### src/rtl/bcefs_params.svh
// Constants for the boost channel enable and fault supervisor.
`ifndef BCEFS_PARAMS_SVH
`define BCEFS_PARAMS_SVH

// ----------------------------------------------------------------------------
// Timing
// ----------------------------------------------------------------------------
`define BCEFS_CLK_KHZ        40000
`define BCEFS_OT_RESTART_MS  100
`define BCEFS_HICCUP_MS      100
`define BCEFS_TIMER_W        22
`define BCEFS_SYNC_W         20

// ----------------------------------------------------------------------------
// Register map and fields
// ----------------------------------------------------------------------------
`define BCEFS_ADDR_W         8
`define BCEFS_REG_CTRL       8'h00
`define BCEFS_REG_STATUS     8'h04
`define BCEFS_REG_MASK       8'h08
`define BCEFS_REG_STATE      8'h0c
`define BCEFS_CTRL_RUN_BIT   0
`define BCEFS_CTRL_CLR_BIT   1
`define BCEFS_CTRL_RST       1'b1
`define BCEFS_EV_W           8
`define BCEFS_MASK_RST       8'h00
`define BCEFS_EV_START       0
`define BCEFS_EV_WARN        1
`define BCEFS_EV_SEVERE      2
`define BCEFS_EV_TRIP        3
`define BCEFS_EV_VIN_OV      4
`define BCEFS_EV_OT          5
`define BCEFS_EV_CLIMIT      6
`define BCEFS_EV_REVERSE     7

`endif

### src/rtl/bcefs_pkg.sv
// Types shared by the boost channel enable and fault supervisor.
package bcefs_pkg;

	// ------------------------------------------------------------------------
	// Factory boost options and supervisor states
	// ------------------------------------------------------------------------
	typedef enum logic [1:0] {
		OPT_COLD_A  = 2'b00,
		OPT_COLD_B  = 2'b01,
		OPT_INDEP_A = 2'b10,
		OPT_INDEP_B = 2'b11
	} bcefs_opt_t;

	typedef enum logic [2:0] {
		ST_OFF     = 3'b000,
		ST_RUN     = 3'b001,
		ST_HICCUP  = 3'b010,
		ST_LATCHED = 3'b011,
		ST_SEVERE  = 3'b100,
		ST_OT_WAIT = 3'b101,
		ST_OT_HOLD = 3'b110
	} bcefs_state_t;

endpackage : bcefs_pkg

### src/rtl/bcefs_sync.sv
// Two-stage synchroniser for a vector of asynchronous inputs.
`timescale 1ns/1ps

module bcefs_sync #(
	parameter int W = 1
) (
	input  wire logic         mclk,  // Controller clock.
	input  wire logic         nrst,  // Synchronous reset, active low.
	input  wire logic         ce,    // Clock enable.
	input  wire logic [W-1:0] d,     // Asynchronous inputs.
	output logic      [W-1:0] q      // Synchronised outputs.
);

	logic [W-1:0] meta_r;

	// ------------------------------------------------------------------------
	// Two flops; only the second stage reads the first.
	// ------------------------------------------------------------------------
	always_ff @(posedge mclk) begin
		if (!nrst) begin
			meta_r <= '0;
			q      <= '0;
		end else if (ce) begin
			meta_r <= d;
			q      <= meta_r;
		end
	end

endmodule : bcefs_sync

### src/rtl/bcefs_timer.sv
// Loadable down-counter that reports expiry one cycle after reaching one.
`timescale 1ns/1ps

module bcefs_timer #(
	parameter int W = 22
) (
	input  wire logic         mclk,     // Controller clock.
	input  wire logic         nrst,     // Synchronous reset, active low.
	input  wire logic         ce,       // Clock enable.
	input  wire logic         load,     // Start a new count.
	input  wire logic [W-1:0] load_val, // Cycles to count.
	output logic              done      // One-cycle expiry pulse.
);

	logic [W-1:0] cnt_r;

	initial begin
		if (W < 2) $error("bcefs_timer: W must be at least 2");
	end

	// ------------------------------------------------------------------------
	// Count down; a fresh load cancels any expiry in progress.
	// ------------------------------------------------------------------------
	always_ff @(posedge mclk) begin
		if (!nrst) begin
			cnt_r <= '0;
			done  <= 1'b0;
		end else if (ce) begin
			done <= !load && (cnt_r == W'(1));
			if (load) begin
				cnt_r <= load_val;
			end else if (cnt_r != '0) begin
				cnt_r <= cnt_r - W'(1);
			end
		end
	end

endmodule : bcefs_timer

### src/rtl/bcefs_supervisor.sv
// Boost channel enable, fault response and APB register file.
//
// Added by the designer: the APB register port and the register addresses.
`timescale 1ns/1ps
`include "bcefs_params.svh"

module bcefs_supervisor #(
	parameter int OT_CYCLES     = `BCEFS_OT_RESTART_MS * `BCEFS_CLK_KHZ,
	parameter int HICCUP_CYCLES = `BCEFS_HICCUP_MS * `BCEFS_CLK_KHZ
) (
	input  wire logic        mclk,                    // Controller clock, 40 MHz.
	input  wire logic        nrst,                    // Synchronous reset, active low.
	input  wire logic        ce,                      // Clock enable, freezes all state.
	input  wire logic        psel,                    // APB select.
	input  wire logic        penable,                 // APB enable.
	input  wire logic        pwrite,                  // APB write.
	input  wire logic [7:0]  paddr,                   // APB byte address.
	input  wire logic [31:0] pwdata,                  // APB write data.
	output logic [31:0]      prdata,                  // APB read data.
	output logic             pready,                  // APB ready.
	output logic             pslverr,                 // APB error, unmapped address.
	output logic             irq,                     // Level interrupt.
	input  wire logic [1:0]  boost_option,            // Factory boost option strap.
	input  wire logic        hiccup_not_latch,        // Factory: hiccup after hard trip.
	input  wire logic        wake_or_select,          // Factory: OR the other wake input.
	input  wire logic        boost_wake_input,        // Boost wake pin.
	input  wire logic        other_wake_input,        // Buck wake pin for OR'd wake.
	input  wire logic        battery_sense_low,       // Battery sense at or below 1.0V.
	input  wire logic        battery_sense_high,      // Battery sense above 1.03V.
	input  wire logic        battery_sense_ov,        // Input OV seen on battery sense.
	input  wire logic        supply_input_ov,         // Input OV seen on supply input.
	input  wire logic        warn_uv,                 // Fault sense warning undervoltage.
	input  wire logic        warn_ov,                 // Fault sense warning overvoltage.
	input  wire logic        severe_uv,               // Fault sense severe undervoltage.
	input  wire logic        severe_ov,               // Fault sense severe overvoltage.
	input  wire logic        cycle_current_limit,     // Current sense at 80mV.
	input  wire logic        hard_current_trip,       // Current sense at 100mV.
	input  wire logic        reverse_current,         // Current sense at -40mV.
	input  wire logic        temp_hot,                // Die above 160C.
	input  wire logic        temp_cool,               // Die below 145C.
	input  wire logic        boost_fault_flag_n_i,    // Fault flag pin level.
	output logic             boost_fault_flag_n_o,    // Fault flag drive value.
	output logic             boost_fault_flag_n_oe_n, // Fault flag enable, low drives.
	output logic             boost_run,               // Boost switching allowed.
	output logic             boost_pulse_end,         // End the present switching pulse.
	output logic             boost_reverse_limit,     // Reverse current limit active.
	output logic             buck_shutdown            // Shut the buck channel down.
);

	localparam int TW = `BCEFS_TIMER_W;

	initial begin
		if (OT_CYCLES < 2 || OT_CYCLES >= (1 << TW))
			$error("bcefs_supervisor: OT_CYCLES out of timer range");
		if (HICCUP_CYCLES < 2 || HICCUP_CYCLES >= (1 << TW))
			$error("bcefs_supervisor: HICCUP_CYCLES out of timer range");
	end

	// ------------------------------------------------------------------------
	// Input synchronisation
	// ------------------------------------------------------------------------
	logic [`BCEFS_SYNC_W-1:0] raw;
	logic [`BCEFS_SYNC_W-1:0] s;

	assign raw = {boost_fault_flag_n_i, wake_or_select, hiccup_not_latch, boost_option,
		temp_cool, temp_hot, reverse_current, hard_current_trip, cycle_current_limit,
		severe_ov, severe_uv, warn_ov, warn_uv, supply_input_ov, battery_sense_ov,
		battery_sense_high, battery_sense_low, other_wake_input, boost_wake_input};

	bcefs_sync #(.W(`BCEFS_SYNC_W)) u_sync (
		.mclk (mclk),
		.nrst (nrst),
		.ce   (ce),
		.d    (raw),
		.q    (s)
	);

	logic wake_s, wake_alt_s, bat_low_s, bat_high_s, bat_ov_s, sup_ov_s;
	logic wuv_s, wov_s, suv_s, sov_s, climit_s, trip_s, rev_s, hot_s, cool_s;
	logic latch_sel_s, or_sel_s, flag_pin_s;
	logic [1:0] opt_s;

	assign {flag_pin_s, or_sel_s, latch_sel_s, opt_s, cool_s, hot_s, rev_s, trip_s,
		climit_s, sov_s, suv_s, wov_s, wuv_s, sup_ov_s, bat_ov_s, bat_high_s,
		bat_low_s, wake_alt_s, wake_s} = s;

	// ------------------------------------------------------------------------
	// Option capture after the synchroniser has filled
	// ------------------------------------------------------------------------
	bcefs_pkg::bcefs_opt_t opt_r;
	logic [1:0]            cap_cnt_r;
	logic                  latch_sel_r;
	logic                  or_sel_r;

	// The straps are taken once, so a glitch later cannot change the mode.
	always_ff @(posedge mclk) begin
		if (!nrst) begin
			cap_cnt_r   <= 2'h0;
			opt_r       <= bcefs_pkg::OPT_COLD_A;
			latch_sel_r <= 1'b0;
			or_sel_r    <= 1'b0;
		end else if (ce && cap_cnt_r != 2'h3) begin
			cap_cnt_r <= cap_cnt_r + 2'h1;
			if (cap_cnt_r == 2'h2) begin
				opt_r       <= bcefs_pkg::bcefs_opt_t'(opt_s);
				latch_sel_r <= latch_sel_s;
				or_sel_r    <= or_sel_s;
			end
		end
	end

	logic ready;
	logic cold;
	logic uv_en;
	logic ov_en;

	assign ready = (cap_cnt_r == 2'h3);
	// Both cold-crank options share one path; only the load differs.
	assign cold  = (opt_r == bcefs_pkg::OPT_COLD_A) || (opt_r == bcefs_pkg::OPT_COLD_B);
	assign uv_en = !cold;
	assign ov_en = (opt_r == bcefs_pkg::OPT_INDEP_B);

	// ------------------------------------------------------------------------
	// Enable request
	// ------------------------------------------------------------------------
	logic cc_on_r;
	logic wake_eff;
	logic want;
	logic vin_ov;

	assign wake_eff = wake_s || (or_sel_r && wake_alt_s);

	// Cold-crank hysteresis between the 1.0V and 1.03V comparators.
	always_ff @(posedge mclk) begin
		if (!nrst) begin
			cc_on_r <= 1'b0;
		end else if (ce) begin
			if (!wake_eff || bat_high_s) begin
				cc_on_r <= 1'b0;
			end else if (bat_low_s) begin
				cc_on_r <= 1'b1;
			end
		end
	end

	assign want   = ready && (cold ? cc_on_r : wake_eff);
	assign vin_ov = cold ? sup_ov_s : bat_ov_s;

	// ------------------------------------------------------------------------
	// Over-temperature flag with hysteresis
	// ------------------------------------------------------------------------
	logic ot_r;

	// A hot reading in the same cycle as the cool one keeps the flag set.
	always_ff @(posedge mclk) begin
		if (!nrst) begin
			ot_r <= 1'b0;
		end else if (ce) begin
			ot_r <= hot_s || (ot_r && !cool_s);
		end
	end

	// ------------------------------------------------------------------------
	// Register file state
	// ------------------------------------------------------------------------
	logic                    sw_run_r;
	logic [`BCEFS_EV_W-1:0]  status_r;
	logic [`BCEFS_EV_W-1:0]  mask_r;
	logic [`BCEFS_EV_W-1:0]  ev;
	logic                    wr_ctrl;
	logic                    latch_clr;
	logic                    rd_status;
	logic                    access;
	logic                    mapped;

	assign access    = psel && penable && ce;
	assign mapped    = (paddr == `BCEFS_REG_CTRL) || (paddr == `BCEFS_REG_STATUS) ||
		(paddr == `BCEFS_REG_MASK) || (paddr == `BCEFS_REG_STATE);
	assign wr_ctrl   = access && pwrite && (paddr == `BCEFS_REG_CTRL);
	assign latch_clr = wr_ctrl && pwdata[`BCEFS_CTRL_CLR_BIT];
	assign rd_status = access && !pwrite && (paddr == `BCEFS_REG_STATUS);

	// ------------------------------------------------------------------------
	// Supervisor state machine
	// ------------------------------------------------------------------------
	bcefs_pkg::bcefs_state_t state_r;
	bcefs_pkg::bcefs_state_t state_nxt;
	logic                    run;
	logic                    warn_act;
	logic                    sev_act;
	logic                    tmr_load;
	logic [TW-1:0]           tmr_val;
	logic                    tmr_done;

	assign run      = (state_r == bcefs_pkg::ST_RUN);
	assign warn_act = run && ((uv_en && wuv_s) || (ov_en && wov_s));
	assign sev_act  = run && ((uv_en && suv_s) || (ov_en && sov_s));

	// Priority: temperature, input overvoltage, hard trip, severe, request.
	always_comb begin
		state_nxt = state_r;
		case (state_r)
			bcefs_pkg::ST_OFF: begin
				if (want && sw_run_r && !vin_ov) state_nxt = bcefs_pkg::ST_RUN;
			end
			bcefs_pkg::ST_RUN: begin
				if (vin_ov) begin
					state_nxt = bcefs_pkg::ST_OFF;
				end else if (trip_s) begin
					state_nxt = latch_sel_r ? bcefs_pkg::ST_HICCUP
						: bcefs_pkg::ST_LATCHED;
				end else if (sev_act) begin
					state_nxt = bcefs_pkg::ST_SEVERE;
				end else if (!want || !sw_run_r) begin
					state_nxt = bcefs_pkg::ST_OFF;
				end
			end
			bcefs_pkg::ST_HICCUP: begin
				if (tmr_done) state_nxt = bcefs_pkg::ST_OFF;
			end
			bcefs_pkg::ST_LATCHED: begin
				if (latch_clr) state_nxt = bcefs_pkg::ST_OFF;
			end
			bcefs_pkg::ST_SEVERE: begin
				if (!want) state_nxt = bcefs_pkg::ST_OFF;
			end
			bcefs_pkg::ST_OT_WAIT: begin
				if (tmr_done) state_nxt = ot_r ? bcefs_pkg::ST_OT_HOLD
					: bcefs_pkg::ST_OFF;
			end
			bcefs_pkg::ST_OT_HOLD: begin
				if (!ot_r) state_nxt = bcefs_pkg::ST_OFF;
			end
			default: state_nxt = bcefs_pkg::ST_OFF;
		endcase
		if (hot_s && state_r != bcefs_pkg::ST_OT_WAIT && state_r != bcefs_pkg::ST_OT_HOLD)
			state_nxt = bcefs_pkg::ST_OT_WAIT;
	end

	always_ff @(posedge mclk) begin
		if (!nrst) begin
			state_r <= bcefs_pkg::ST_OFF;
		end else if (ce) begin
			state_r <= state_nxt;
		end
	end

	// One timer serves both restart delays; they can never overlap.
	assign tmr_load = (state_nxt != state_r) && ((state_nxt == bcefs_pkg::ST_HICCUP) ||
		(state_nxt == bcefs_pkg::ST_OT_WAIT));
	assign tmr_val  = (state_nxt == bcefs_pkg::ST_OT_WAIT) ? TW'(OT_CYCLES)
		: TW'(HICCUP_CYCLES);

	bcefs_timer #(.W(TW)) u_timer (
		.mclk     (mclk),
		.nrst     (nrst),
		.ce       (ce),
		.load     (tmr_load),
		.load_val (tmr_val),
		.done     (tmr_done)
	);

	// ------------------------------------------------------------------------
	// Power-stage and pin outputs
	// ------------------------------------------------------------------------
	logic flag_low_r;

	always_ff @(posedge mclk) begin
		if (!nrst) begin
			boost_run           <= 1'b0;
			boost_pulse_end     <= 1'b0;
			boost_reverse_limit <= 1'b0;
			buck_shutdown       <= 1'b0;
			flag_low_r          <= 1'b0;
		end else if (ce) begin
			boost_run           <= (state_nxt == bcefs_pkg::ST_RUN);
			boost_pulse_end     <= run && climit_s;
			boost_reverse_limit <= run && rev_s;
			buck_shutdown       <= ready && vin_ov;
			flag_low_r          <= warn_act || sev_act ||
				(state_nxt == bcefs_pkg::ST_SEVERE);
		end
	end

	// Open drain: drive low only, release to let the pull-up restore high.
	assign boost_fault_flag_n_o    = 1'b0;
	assign boost_fault_flag_n_oe_n = !flag_low_r;

	// ------------------------------------------------------------------------
	// Interrupt events, sticky status and mask
	// ------------------------------------------------------------------------
	always_comb begin
		ev = '0;
		ev[`BCEFS_EV_START]   = !run && (state_nxt == bcefs_pkg::ST_RUN);
		ev[`BCEFS_EV_WARN]    = warn_act;
		ev[`BCEFS_EV_SEVERE]  = sev_act;
		ev[`BCEFS_EV_TRIP]    = run && trip_s;
		ev[`BCEFS_EV_VIN_OV]  = ready && vin_ov;
		ev[`BCEFS_EV_OT]      = hot_s;
		ev[`BCEFS_EV_CLIMIT]  = run && climit_s;
		ev[`BCEFS_EV_REVERSE] = run && rev_s;
	end

	// A read clears only the bits it returned, so events since its setup cycle stay.
	always_ff @(posedge mclk) begin
		if (!nrst) begin
			status_r <= '0;
		end else if (ce) begin
			status_r <= (status_r & ~(rd_status ? prdata[`BCEFS_EV_W-1:0] : '0)) | ev;
		end
	end

	always_ff @(posedge mclk) begin
		if (!nrst) begin
			mask_r   <= `BCEFS_MASK_RST;
			sw_run_r <= `BCEFS_CTRL_RST;
		end else if (access && pwrite) begin
			if (paddr == `BCEFS_REG_MASK) mask_r <= pwdata[`BCEFS_EV_W-1:0];
			if (wr_ctrl) sw_run_r <= pwdata[`BCEFS_CTRL_RUN_BIT];
		end
	end

	assign irq = |(status_r & mask_r);

	// ------------------------------------------------------------------------
	// APB slave: zero wait states, read data prepared in the setup cycle
	// ------------------------------------------------------------------------
	assign pready  = ce;
	assign pslverr = psel && penable && !mapped;

	always_ff @(posedge mclk) begin
		if (!nrst) begin
			prdata <= 32'h0000_0000;
		end else if (ce && psel && !penable) begin
			case (paddr)
				`BCEFS_REG_CTRL:   prdata <= {31'h0, sw_run_r};
				`BCEFS_REG_STATUS: prdata <= {24'h0, status_r};
				`BCEFS_REG_MASK:   prdata <= {24'h0, mask_r};
				`BCEFS_REG_STATE:  prdata <= {22'h0, flag_pin_s, ot_r, cc_on_r, ready,
					opt_r, 1'b0, state_r};
				default:           prdata <= 32'h0000_0000;
			endcase
		end
	end

endmodule : bcefs_supervisor

### config.mk
export PLATFORM = sky130hd
export DESIGN_NAME = bcefs_supervisor
export DESIGN_NICKNAME = d
export VERILOG_FILES = /design/src/rtl/bcefs_pkg.sv /design/src/rtl/bcefs_sync.sv /design/src/rtl/bcefs_timer.sv /design/src/rtl/bcefs_supervisor.sv
export VERILOG_INCLUDE_DIRS = /design/src /design/src/rtl
export SDC_FILE = /design/constraint.sdc
export NUM_CORES = 1
export LEC_CHECK = 0
export BUFFER_PORTS_ARGS = -buffer_cell sky130_fd_sc_hd__buf_2
export CORE_ASPECT_RATIO = 1.5
export CORE_MARGIN = 2
export CORE_UTILIZATION = 55
export CTS_CLUSTER_DIAMETER = 80
export DETAILED_ROUTE_END_ITERATION = 8
export HOLD_SLACK_MARGIN = 0.15
export PLACE_DENSITY_LB_ADDON = 0.25
export SLEW_MARGIN = 20
export SYNTH_ARGS = -nofsm -noshare
export SYNTH_HDL_FRONTEND = slang
export SYNTH_SLANG_ARGS = --single-unit
### constraint.sdc
create_clock -name mclk -period 2.8 [get_ports mclk]
set_input_delay 0.14 -clock mclk [delete_from_list [all_inputs] [get_ports mclk]]
set_output_delay 0.14 -clock mclk [all_outputs]
set_load 0.005 [all_outputs]
==> summary.md, run 1 <==
| Metric | Value |
|---|---|
| Unrepaired setup endpoints after global routing | false |
| CP Data Required Time | 3.01 ns |
| CTS tree | done |
| Post-synth top area share | 39.76% |
| Max-cap violations | 0 |
| Worst-case reg-to-reg path depth | 9 |
| Final min period | 2.617 ns |
| Total track usage | 23.77% |
| Diodes inserted | 0 |
| Layout area overhead | 17.84% |
| CORE AREA | 0.009579 mm2 |
| Input/output buffers | 59 |
| DRC | 0 |
| Startpoint type of the worst setup path | flop |
| Most frequent cells after synthesis | dfxtp_1, nand2_1, nor2b_1 |
| Clock latency at the later pin of the worst-skew pair | 0.34 ns |
| Slew @ Worst Pin | 0.7177 ns |
| Final Setup Violations | 0 |
| Max-slew violation count | 0 |
| Post-DRT Antenna Nets | 0 |
| Final HPWL DP | 8.554 mm |
| Internal power | 3.093 mW |
| Hold Path Depth | 2 |
| Most common cell in the netlist | dfxtp_1 |
| Post-layout net count | 750 |
| First-pass GRT wire length | 20.56 mm |
| Max frequency | 382.1 MHz |
| HP Start | paddr[3] |
| Most area-consuming cells after synthesis | dfxtp_1, mux2i_1, nor2b_1 |
| Vias in the first global route | 4,348 |
| Mapped Area | 0.005338 mm2 |
| Root buf cell | clkbuf_16 |
| Routed WL | 12.41 mm |
| Most used DFF post-synth | dfxtp_1 |
| Number of CTS-inserted buffers | 9 |
| Crit path capture type | flop |
| Yosys warns | 0 |
| Routed len/inst | 15.53 um |
| Post-Synthesis Cells | 598 |
| Synth cell types | 70 |
| Period utilization | 93.46% |
| Net Sw Power | 1.571 mW |
| P_leak | 2.647 nW |
| CTS max path bufs | 2 |
| Maximum VDD drop | 0.0006406 V |
| Final Hold Fails | 0 |
| Cell taking the most area after synthesis | dfxtp_1 |
| DIE AREA | 0.01053 mm2 |
| Hold worst-path end | sw_run_r |
| RR Startpoint | u_timer.cnt_r[0] |
| Pwr per Cell Area | 741.5 mW/mm2 |
| Outcome | finished clean |
| Gpl congestion | 0.8077 |
| Sw Ratio | 33.68% |
| Flop pwr share | 39.8% |
| Reg2reg end | u_timer.cnt_r[7] |
| Post-synth ARST share | 0% |
| Initial antenna violation count | 0 |
| Drt first-iter violations | 205 |
| Vias per cell | 5.567 |
| Flop2flop setup slack | 0.18 ns |
| Row count | 44 |
| Critical Path AT | 2.83 ns |
| Placement Setup Slack | 0.1514 ns |
| Global route total overflow | 0 |
| Clock sinks | 106 |
| Logic pwr share | 32.1% |
| Die Height | 124.7 um |
| Final setup TNS | 0 ns |
| Kind of critical path | reg2reg |
| Slew headroom | 52.15% |
| CTS clk-pin slew, worst paths | 0.07 ns |
| Final setup margin | 0.1831 ns |
| Final Skew | 0.01042 ns |
| #FFs+latches synth | 106 |
| Post-synth EDFFs | 0 |
| Mean post-synth cell area | 8.926 um2 |
| Die width | 84.44 um |
| Worst-path maximum fanout | 6 |
| Register area share after synthesis | 39.76% |
| Starting Density | 55.72% |
| Clock power frac | 28.1% |
| Largest net degree at the start of global routing | 60 |
| Fraction of layout cells with a size suffix above 1 | 17.84% |
| Via Count | 4,448 |
| DR pass1 iterations | 4 |
| H-tree depth | 3 |
| Worst Hold Class | in2reg |
| # IOs | 107 |
==> worst max-delay path by stage <==
stage	start	endpoint	slack, ns	depth (start not counted)
global route	u_timer.cnt_r[0]	u_timer.cnt_r[7]	0.04	9
detailed placement	u_timer.cnt_r[0]	u_timer.cnt_r[7]	0.15	9
finish	u_timer.cnt_r[0]	u_timer.cnt_r[7]	0.18	9
floorplan	u_timer.cnt_r[0]	u_timer.cnt_r[7]	0.27	11
global placement	u_timer.cnt_r[0]	u_timer.cnt_r[7]	0.22	9
CTS	u_timer.cnt_r[0]	u_timer.cnt_r[7]	0.12	9
==> layout by cell type (no fill, tap or decap), drive strengths merged, types with 5 or more instances in the layout <==
cell type / n
dlygate4sd3: 28
nor4: 7
or4: 5
mux2i: 52
o21ai: 22
and3: 8
nor2b: 62
nand4: 11
clkbuf: 11
a22oi: 14
inv: 14
a31oi: 5
nor2: 25
nand3: 25
conb: 23
a21oi: 16
buf: 81
and2: 9
dfxtp: 106
mux2: 6
nand2: 63
a21boi: 19
nor3: 9
==> power groups by stage <==
stage | registers (mW) | logic [mW] | clock network, mW
after CTS | 1.85 | 1.48 | 1.32
after global placement | 1.87 | 1.41 | 0
after global routing | 1.88 | 1.67 | 1.39
after detailed placement | 1.88 | 1.45 | 0
final | 1.86 | 1.50 | 1.31
after floorplan | 1.82 | 1.11 | 0
==> cell type report <==
| type | count | area, um2 |
|---|---|---|
| well taps | 115 | 143.9 |
| multi-input cells | 442 | 2913 |
| flip-flops and latches | 106 | 2122 |
| fillers | 814 | 3289 |
| clock buffers | 11 | 252.7 |
| inverters | 12 | 45.04 |
| repair buffers | 109 | 755.7 |
| clock inverters | 4 | 57.56 |
==> through the flow <==
| stage | power (mW) | util (%) | area [um2] | hold slack (ns) | std cells |
|---|---|---|---|---|---|
| 2_1_floorplan | 2.934 | - | 5420 | 0.3062 | 620 |
| 3_3_place_gp | 3.273 | 59.42 | 5692 | 0.3941 | 756 |
| 3_5_place_dp | 3.330 | 59.42 | 5692 | 0.4059 | 756 |
| 4_1_cts | 4.657 | 65.58 | 6282 | 0.2562 | 799 |
| 5_1_grt | 4.944 | 65.66 | 6290 | 0.2777 | 799 |
| 6_report | 4.664 | 65.66 | 6290 | 0.2591 | 799 |
==> worst max-delay path, stage by stage, from the launching register on <==
cell and delay, ns:
dfxtp_1 0.43, inv_1 0.09, ha_1 0.21, or3b_2 0.26, nor2_1 0.12, and4_1 0.23, or4_1 0.43, or3_1 0.38
o41ai_2 0.22, o22ai_1 0.13
==> routing by layer <==
metal	up-vias	GRT usage (%)	wire length, um
li1	2228	-	-
met2	71	42.39	6586
met1	2126	27.91	5256
met4	0	9.711	300
met5	-	0	0
met3	23	3.910	267
==> timing repair <==
action | CTS | global route
hold buffers | 28 | 0
endpoints found under the setup margin | 0 | 1
buffers inserted | 0 | 0
resized for setup | 0 | 1
endpoints found under the hold margin | 29 | 0
==> cells by family (layout without fill, tap and decap cells) <==
group                    after synthesis  count (layout)  synth area share (%)
AO/OA/AOI/OAI                        106             106                 14.44
XOR/XNOR                               4               4                0.6565
adder cells (fa/ha/maj)                4               4                0.9377
buffers and inverters                 72             136                 7.360
flip-flops                           106             106                 39.76
multiplexers                          59              59                 11.44
other                                  1              23               0.07026
AND/OR/NAND/NOR                      246             246                 25.34
==> sequential cells by signal, summed over array words and instances, names as in the netlist, 2 cells and up <==
register	cells
cap_cnt_r	2
mask_r	8
opt_r	2
prdata	10
state_r	3
status_r	8
u_sync.meta_r	20
u_sync.q	20
u_timer.cnt_r	22
No activity file was read; power rests on OpenSTA's default activity.
==> run 2: changes to the inputs <==
--- a/config.mk
+++ b/config.mk
@@ -9,7 +9,7 @@
 export BUFFER_PORTS_ARGS = -buffer_cell sky130_fd_sc_hd__buf_2
 export CORE_ASPECT_RATIO = 1.5
 export CORE_MARGIN = 2
-export CORE_UTILIZATION = 55
+export CORE_UTILIZATION = 50
 export CTS_CLUSTER_DIAMETER = 80
 export DETAILED_ROUTE_END_ITERATION = 8
 export HOLD_SLACK_MARGIN = 0.15
==> constraint.sdc (replaced) <==
create_clock -name mclk -period 2.3 [get_ports mclk]
set_input_delay 0.115 -clock mclk [delete_from_list [all_inputs] [get_ports mclk]]
set_output_delay 0.115 -clock mclk [all_outputs]
set_load 0.005 [all_outputs]
==> run 2 against run 1 <==
Against the previous run:
- the flow now finishes with violations (setup timing)
- die area grew 9.6%
- sequential share of layout area shrank 2.4 points
- first-iteration DRC count decreased by 24%
- sequential cell count unchanged
- combinational power rose by 55%
- final area rose by 7.9%
- wire length grew 11%
- register-to-register slack lost 0.23 ns
- fmax is 11% higher
- largest cell class unchanged
==> summary.md, run 2 (synthesis results as in run 1) <==
| Metric | Value |
|---|---|
| Outcome | complete, but fails checks |
| Failing checks | setup timing |
| CTS clk-pin slew, worst paths | 0.08 ns |
| Crit-path slowest cell | or4_4 |
| GRT met2 Usage | 44.27% |
| Maximum VDD drop | 0.0004977 V |
| Via Count | 4,775 |
| Layout area overhead | 27.19% |
| Crit path capture type | flop |
| RR Startpoint | state_r[2] |
| Final Hold Fails | 0 |
| Global route total overflow | 0 |
| Worst-case reg-to-reg path depth | 10 |
| Flop2flop setup slack | -0.05 ns |
| Reg area | 0.002131 mm2 |
| Met3 usage | 3.832% |
| Number of CTS-inserted buffers | 9 |
| Max-slew violation count | 0 |
| Vias per cell | 5.457 |
| DIE AREA | 0.01153 mm2 |
| Post-Route Utilization | 64.81% |
| Row count | 46 |
| Gpl congestion | 0.8207 |
| Final setup margin | -0.04711 ns |
| Slew headroom | 58.64% |
| Startpoint type of the worst setup path | flop |
| Clock sinks | 106 |
| Routed WL | 13.73 mm |
| Design Power | 6.034 mW |
| Routed len/inst | 15.69 um |
| Die width | 88.36 um |
| # IOs | 107 |
| Starting Density | 50.96% |
| Unrepaired setup endpoints after global routing | true |
| Crit path cell chain | inv_2 -> or4_4 -> and3_4 -> a21boi_4 -> mux2i_2 -> o32ai_4 -> buf_12 -> buf_6 -> a21oi_1 -> o221a_2 |
| First-pass GRT wire length | 22.02 mm |
| Design area | 0.006789 mm2 |
| Met1 Use GR | 26.77% |
| CP Data Required Time | 2.55 ns |
| Most flop-heavy register | u_timer.cnt_r |
| Clock latency at the later pin of the worst-skew pair | 0.35 ns |
| Top flop regs | u_timer.cnt_r (22), u_sync.meta_r (20), u_sync.q (20) |
| CORE AREA | 0.01048 mm2 |
| Placement Setup Slack | -0.1744 ns |
| Fillcell total | 906 |
| P_leak | 2.890 nW |
| H-tree depth | 3 |
| Vias in the first global route | 4,709 |
| Commonest non-fill, non-tap cell in the layout | dfxtp_1 |
| Placed inst area | 0.006110 mm2 |
| Die Height | 130.5 um |
| CTS tree | done |
| Hold worst-path end | sw_run_r |
| Max-cap violations | 0 |
| Total track usage | 24.34% |
| HP Start | paddr[2] |
| Area of the multi-input gates | 0.003010 mm2 |
| Diodes inserted | 0 |
| Max frequency | 426.1 MHz |
| Kind of critical path | reg2reg |
| Period utilization | 102.0% |
| Worst Hold Class | in2reg |
| Hold Path Depth | 4 |
| Final Setup Violations | 10 |
| Global route hottest layer | met2 |
| Slowest stage delay, CP | 0.51 ns |
| Fraction of layout cells with a size suffix above 1 | 26.40% |
| Initial antenna violation count | 0 |
| Drt first-iter violations | 156 |
| CTS max path bufs | 2 |
| DRC | 0 |
| Final HPWL DP | 9.864 mm |
| Reg2reg end | u_timer.cnt_r[21] |
| Final min period | 2.347 ns |
| Largest net degree at the start of global routing | 44 |
| Max FFs per register | 22 |
| Root buf cell | clkbuf_16 |
| Input/output buffers | 59 |
| Critical Path AT | 2.59 ns |
| Most frequent cells in the layout | dfxtp_1, buf_4, nand2_1, nor2b_1, buf_2 |
| Final Skew | 0.007302 ns |
| Pwr per Cell Area | 888.8 mW/mm2 |
| Post-layout net count | 796 |
| Post-DRT Antenna Nets | 0 |
| Slew @ Worst Pin | 0.6187 ns |
| Worst-path maximum fanout | 10 |
| DR pass1 iterations | 5 |
[run 2: how the worst max path moves through the flow]
stage / startpoint / endpoint / slack (ns) / cells after the start
after global placement: state_r[0] / u_timer.cnt_r[9] / -0.11 / 10
after CTS: state_r[2] / u_timer.cnt_r[9] / -0.05 / 10
after global routing: state_r[2] / u_timer.cnt_r[9] / -0.20 / 9
after floorplan: u_timer.cnt_r[0] / u_timer.cnt_r[7] / -0.06 / 11
after detailed placement: cap_cnt_r[1] / u_timer.cnt_r[9] / -0.17 / 11
final: state_r[2] / u_timer.cnt_r[21] / -0.05 / 10
[run 2: critical path: cells and delay by family, from the launching register on]
| family | cells | cell delay, ns |
|---|---|---|
| DFF | 1 | 0.40 |
| muxes | 1 | 0.10 |
| AOI/OAI and AO/OA | 4 | 0.75 |
| buffers and inverters | 3 | 0.31 |
| and+or+nand+nor | 2 | 0.68 |
[run 2: metal layers]
metal  share of wire, %  wire, um
met5                  0         0
met4                3.7       512
met3                3.1       429
met2                 54      7411
met1                 39      5374
[run 2: report_power, final]
part           internal (mW)  leakage [nW]  switching [mW]  total, mW
clock network          0.755         0.136           0.749       1.50
registers               2.04         0.865           0.168       2.21
logic                   1.10          1.89            1.22       2.32
[run 2: final cells by class]
cell class / count / area share (%)
multi-input combinational: 442 / 44.34
sequential: 106 / 31.39
timing repair buffer: 155 / 16.75
clock buffer: 9 / 3.317
tap: 144 / 2.654
clock inverter: 7 / 0.8846
inverter: 12 / 0.6635
[run 2: per-stage QoR]
step	hold WS (ns)	TNS, ns	instances
after floorplan	0.2812	-0.08988	620
after global placement	0.3730	-1.217	828
after detailed placement	0.3794	-2.136	828
after CTS	0.1603	-0.3597	874
after global routing	0.2426	-2.723	875
final	0.1662	-0.2476	875
[run 2: timing repair]
item,in CTS,in global routing
pin swaps,2,3
setup endpoints to repair,19,21
endpoints found under the hold margin,29,0
hold buffers,28,0
setup buffers,2,1
resized for setup,15,8
==> run 3: changes to the inputs <==
--- a/config.mk
+++ b/config.mk
@@ -9,7 +9,8 @@
 export BUFFER_PORTS_ARGS = -buffer_cell sky130_fd_sc_hd__buf_2
 export CORE_ASPECT_RATIO = 1.5
 export CORE_MARGIN = 2
-export CORE_UTILIZATION = 50
+export CORE_UTILIZATION = 59
+export CTS_BUF_LIST = sky130_fd_sc_hd__clkbuf_16
 export CTS_CLUSTER_DIAMETER = 80
 export DETAILED_ROUTE_END_ITERATION = 8
 export HOLD_SLACK_MARGIN = 0.15
==> constraint.sdc (replaced) <==
create_clock -name mclk -period 3 [get_ports mclk]
set_input_delay 0.6 -clock mclk [delete_from_list [all_inputs] [get_ports mclk]]
set_output_delay 0.6 -clock mclk [all_outputs]
set_load 0.005 [all_outputs]
==> run 3 against run 2 <==
Against the previous run:
- the run now ends clean
- critical path type unchanged
- critical path depth decreased by 1
- wire length decreased by 14%
- combinational power decreased by 44%
- total power decreased by 31%
- via count decreased by 6.7%
==> summary.md, run 3 (synthesis results as in run 1) <==
| Metric | Value |
|---|---|
| Critical Path AT | 2.88 ns |
| Slew headroom | 55.89% |
| Final Skew | 0.007967 ns |
| # IOs | 107 |
| Gpl congestion | 0.8654 |
| Hold Worst Slack | 0.4637 ns |
| Clock sinks | 106 |
| Routed len/inst | 15.38 um |
| CTS clk-pin slew, worst paths | 0.07 ns |
| Crit path capture type | flop |
| Final Hold Fails | 0 |
| Max FFs per register | 22 |
| Top flop regs | u_timer.cnt_r (22), u_sync.meta_r (20), u_sync.q (20) |
| Die Height | 120.5 um |
| Post-CTS Setup Repair Bufs | 0 |
| Max-cap violations | 0 |
| Row count | 42 |
| Max frequency | 375.8 MHz |
| Initial antenna violation count | 0 |
| Fraction of layout cells with a size suffix above 1 | 18.91% |
| Worst-case reg-to-reg path depth | 9 |
| Outcome | finished clean |
| Worst Hold Class | reg2reg |
| Routed WL | 11.86 mm |
| CORE AREA | 0.008828 mm2 |
| Total track usage | 25.50% |
| Maximum VDD drop | 0.0004364 V |
| Hold-fix buffers, CTS | 0 |
| Drt first-iter violations | 222 |
| DIE AREA | 0.009839 mm2 |
| Final min period | 2.661 ns |
| Via Count | 4,455 |
| Most frequent cells in the layout | dfxtp_1, nand2_1, nor2b_1, buf_2, mux2i_1 |
| Starting Density | 60.46% |
| Clock latency at the later pin of the worst-skew pair | 0.35 ns |
| Number of CTS-inserted buffers | 9 |
| DRC | 0 |
| Vias per cell | 5.778 |
| Unrepaired setup endpoints after global routing | false |
| Post-layout net count | 726 |
| Fillcell total | 744 |
| Global route total overflow | 0 |
| H-tree depth | 3 |
| Hold Path Depth | 2 |
| Post-cts sizing count | 0 |
| Input/output buffers | 59 |
| Max-slew violation count | 0 |
| Pwr per Cell Area | 690.2 mW/mm2 |
| Final Setup Violations | 0 |
| Slew @ Worst Pin | 0.6557 ns |
| First-pass GRT wire length | 19.60 mm |
| Startpoint type of the worst setup path | flop |
| Kind of critical path | reg2reg |
| DR pass1 iterations | 4 |
| Final setup TNS | 0 ns |
| Diodes inserted | 0 |
| P_leak | 2.541 nW |
| Vias in the first global route | 4,284 |
| CTS max path bufs | 2 |
| Largest net degree at the start of global routing | 80 |
| CTS tree | done |
| Period utilization | 88.71% |
| Final HPWL DP | 8.738 mm |
| CP Data Required Time | 3.22 ns |
| Post-DRT Antenna Nets | 0 |
| Worst-path maximum fanout | 6 |
| Commonest non-fill, non-tap cell in the layout | dfxtp_1 |
| Layout area overhead | 12.49% |
| Most flop-heavy register | u_timer.cnt_r |
| Die width | 81.66 um |
| Root buf cell | clkbuf_16 |
run 3: cell types whose count changed in the layout (fill, tap and decap cells not counted), sizes merged:
cell | before | now
clkinv | 2 | 4
clkinvlp | 2 | 0
buf | 127 | 85
dlygate4sd3 | 28 | 0
run 3: final timing paths:
check / start / endpoint / slack, ns
min reg2reg: latch_sel_r / latch_sel_r / 0.46
max: u_timer.cnt_r[0] / u_timer.cnt_r[7] / 0.34
max reg2reg: u_timer.cnt_r[0] / u_timer.cnt_r[7] / 0.34
min: latch_sel_r / latch_sel_r / 0.46
run 3: critical path: stages, from the launching register on:
cell,delay [ns]
dfxtp_1,0.42
inv_1,0.10
ha_1,0.21
or3b_2,0.25
nor2_1,0.11
and4_1,0.22
or4_1,0.44
or3_1,0.38
o41ai_1,0.27
o22ai_1,0.13
run 3: metrics by stage:
stage | power (mW) | cell area (um2) | setup slack (ns) | std cells | util, %
final | 4.144 | 6005 | 0.3387 | 771 | 68.01
after global routing | 4.415 | 6005 | 0.09698 | 771 | 68.01
after CTS | 4.159 | 6005 | 0.3527 | 771 | 68.01
after detailed placement | 3.055 | 5728 | 0.1529 | 755 | 64.88
after global placement | 2.997 | 5728 | 0.1834 | 755 | 64.88
after floorplan | 2.738 | 5420 | 0.4434 | 620 | -
run 3: where the power goes:
part / switching [mW] / internal [mW]
clock network: 0.533 / 0.570
registers: 0.166 / 1.56
logic: 0.751 / 0.560
run 3: per-layer routing:
layer,GRT usage (%),vias to the layer above,wire length (um)
met5,0,-,0
met4,13.85,0,471
met3,2.985,35,416
met2,44.31,117,6140
met1,29.79,2110,4828
li1,-,2193,-
run 3: cell type report:
cell class / count / area, um2 / share of cell area, %
multi-input cells: 442 / 2905 / 48.39
flip-flops and latches: 106 / 2122 / 35.34
repair buffers: 85 / 518.0 / 8.627
clock buffers: 9 / 225.2 / 3.751
well taps: 110 / 137.6 / 2.292
clock inverters: 7 / 51.30 / 0.8543
inverters: 12 / 45.04 / 0.7502
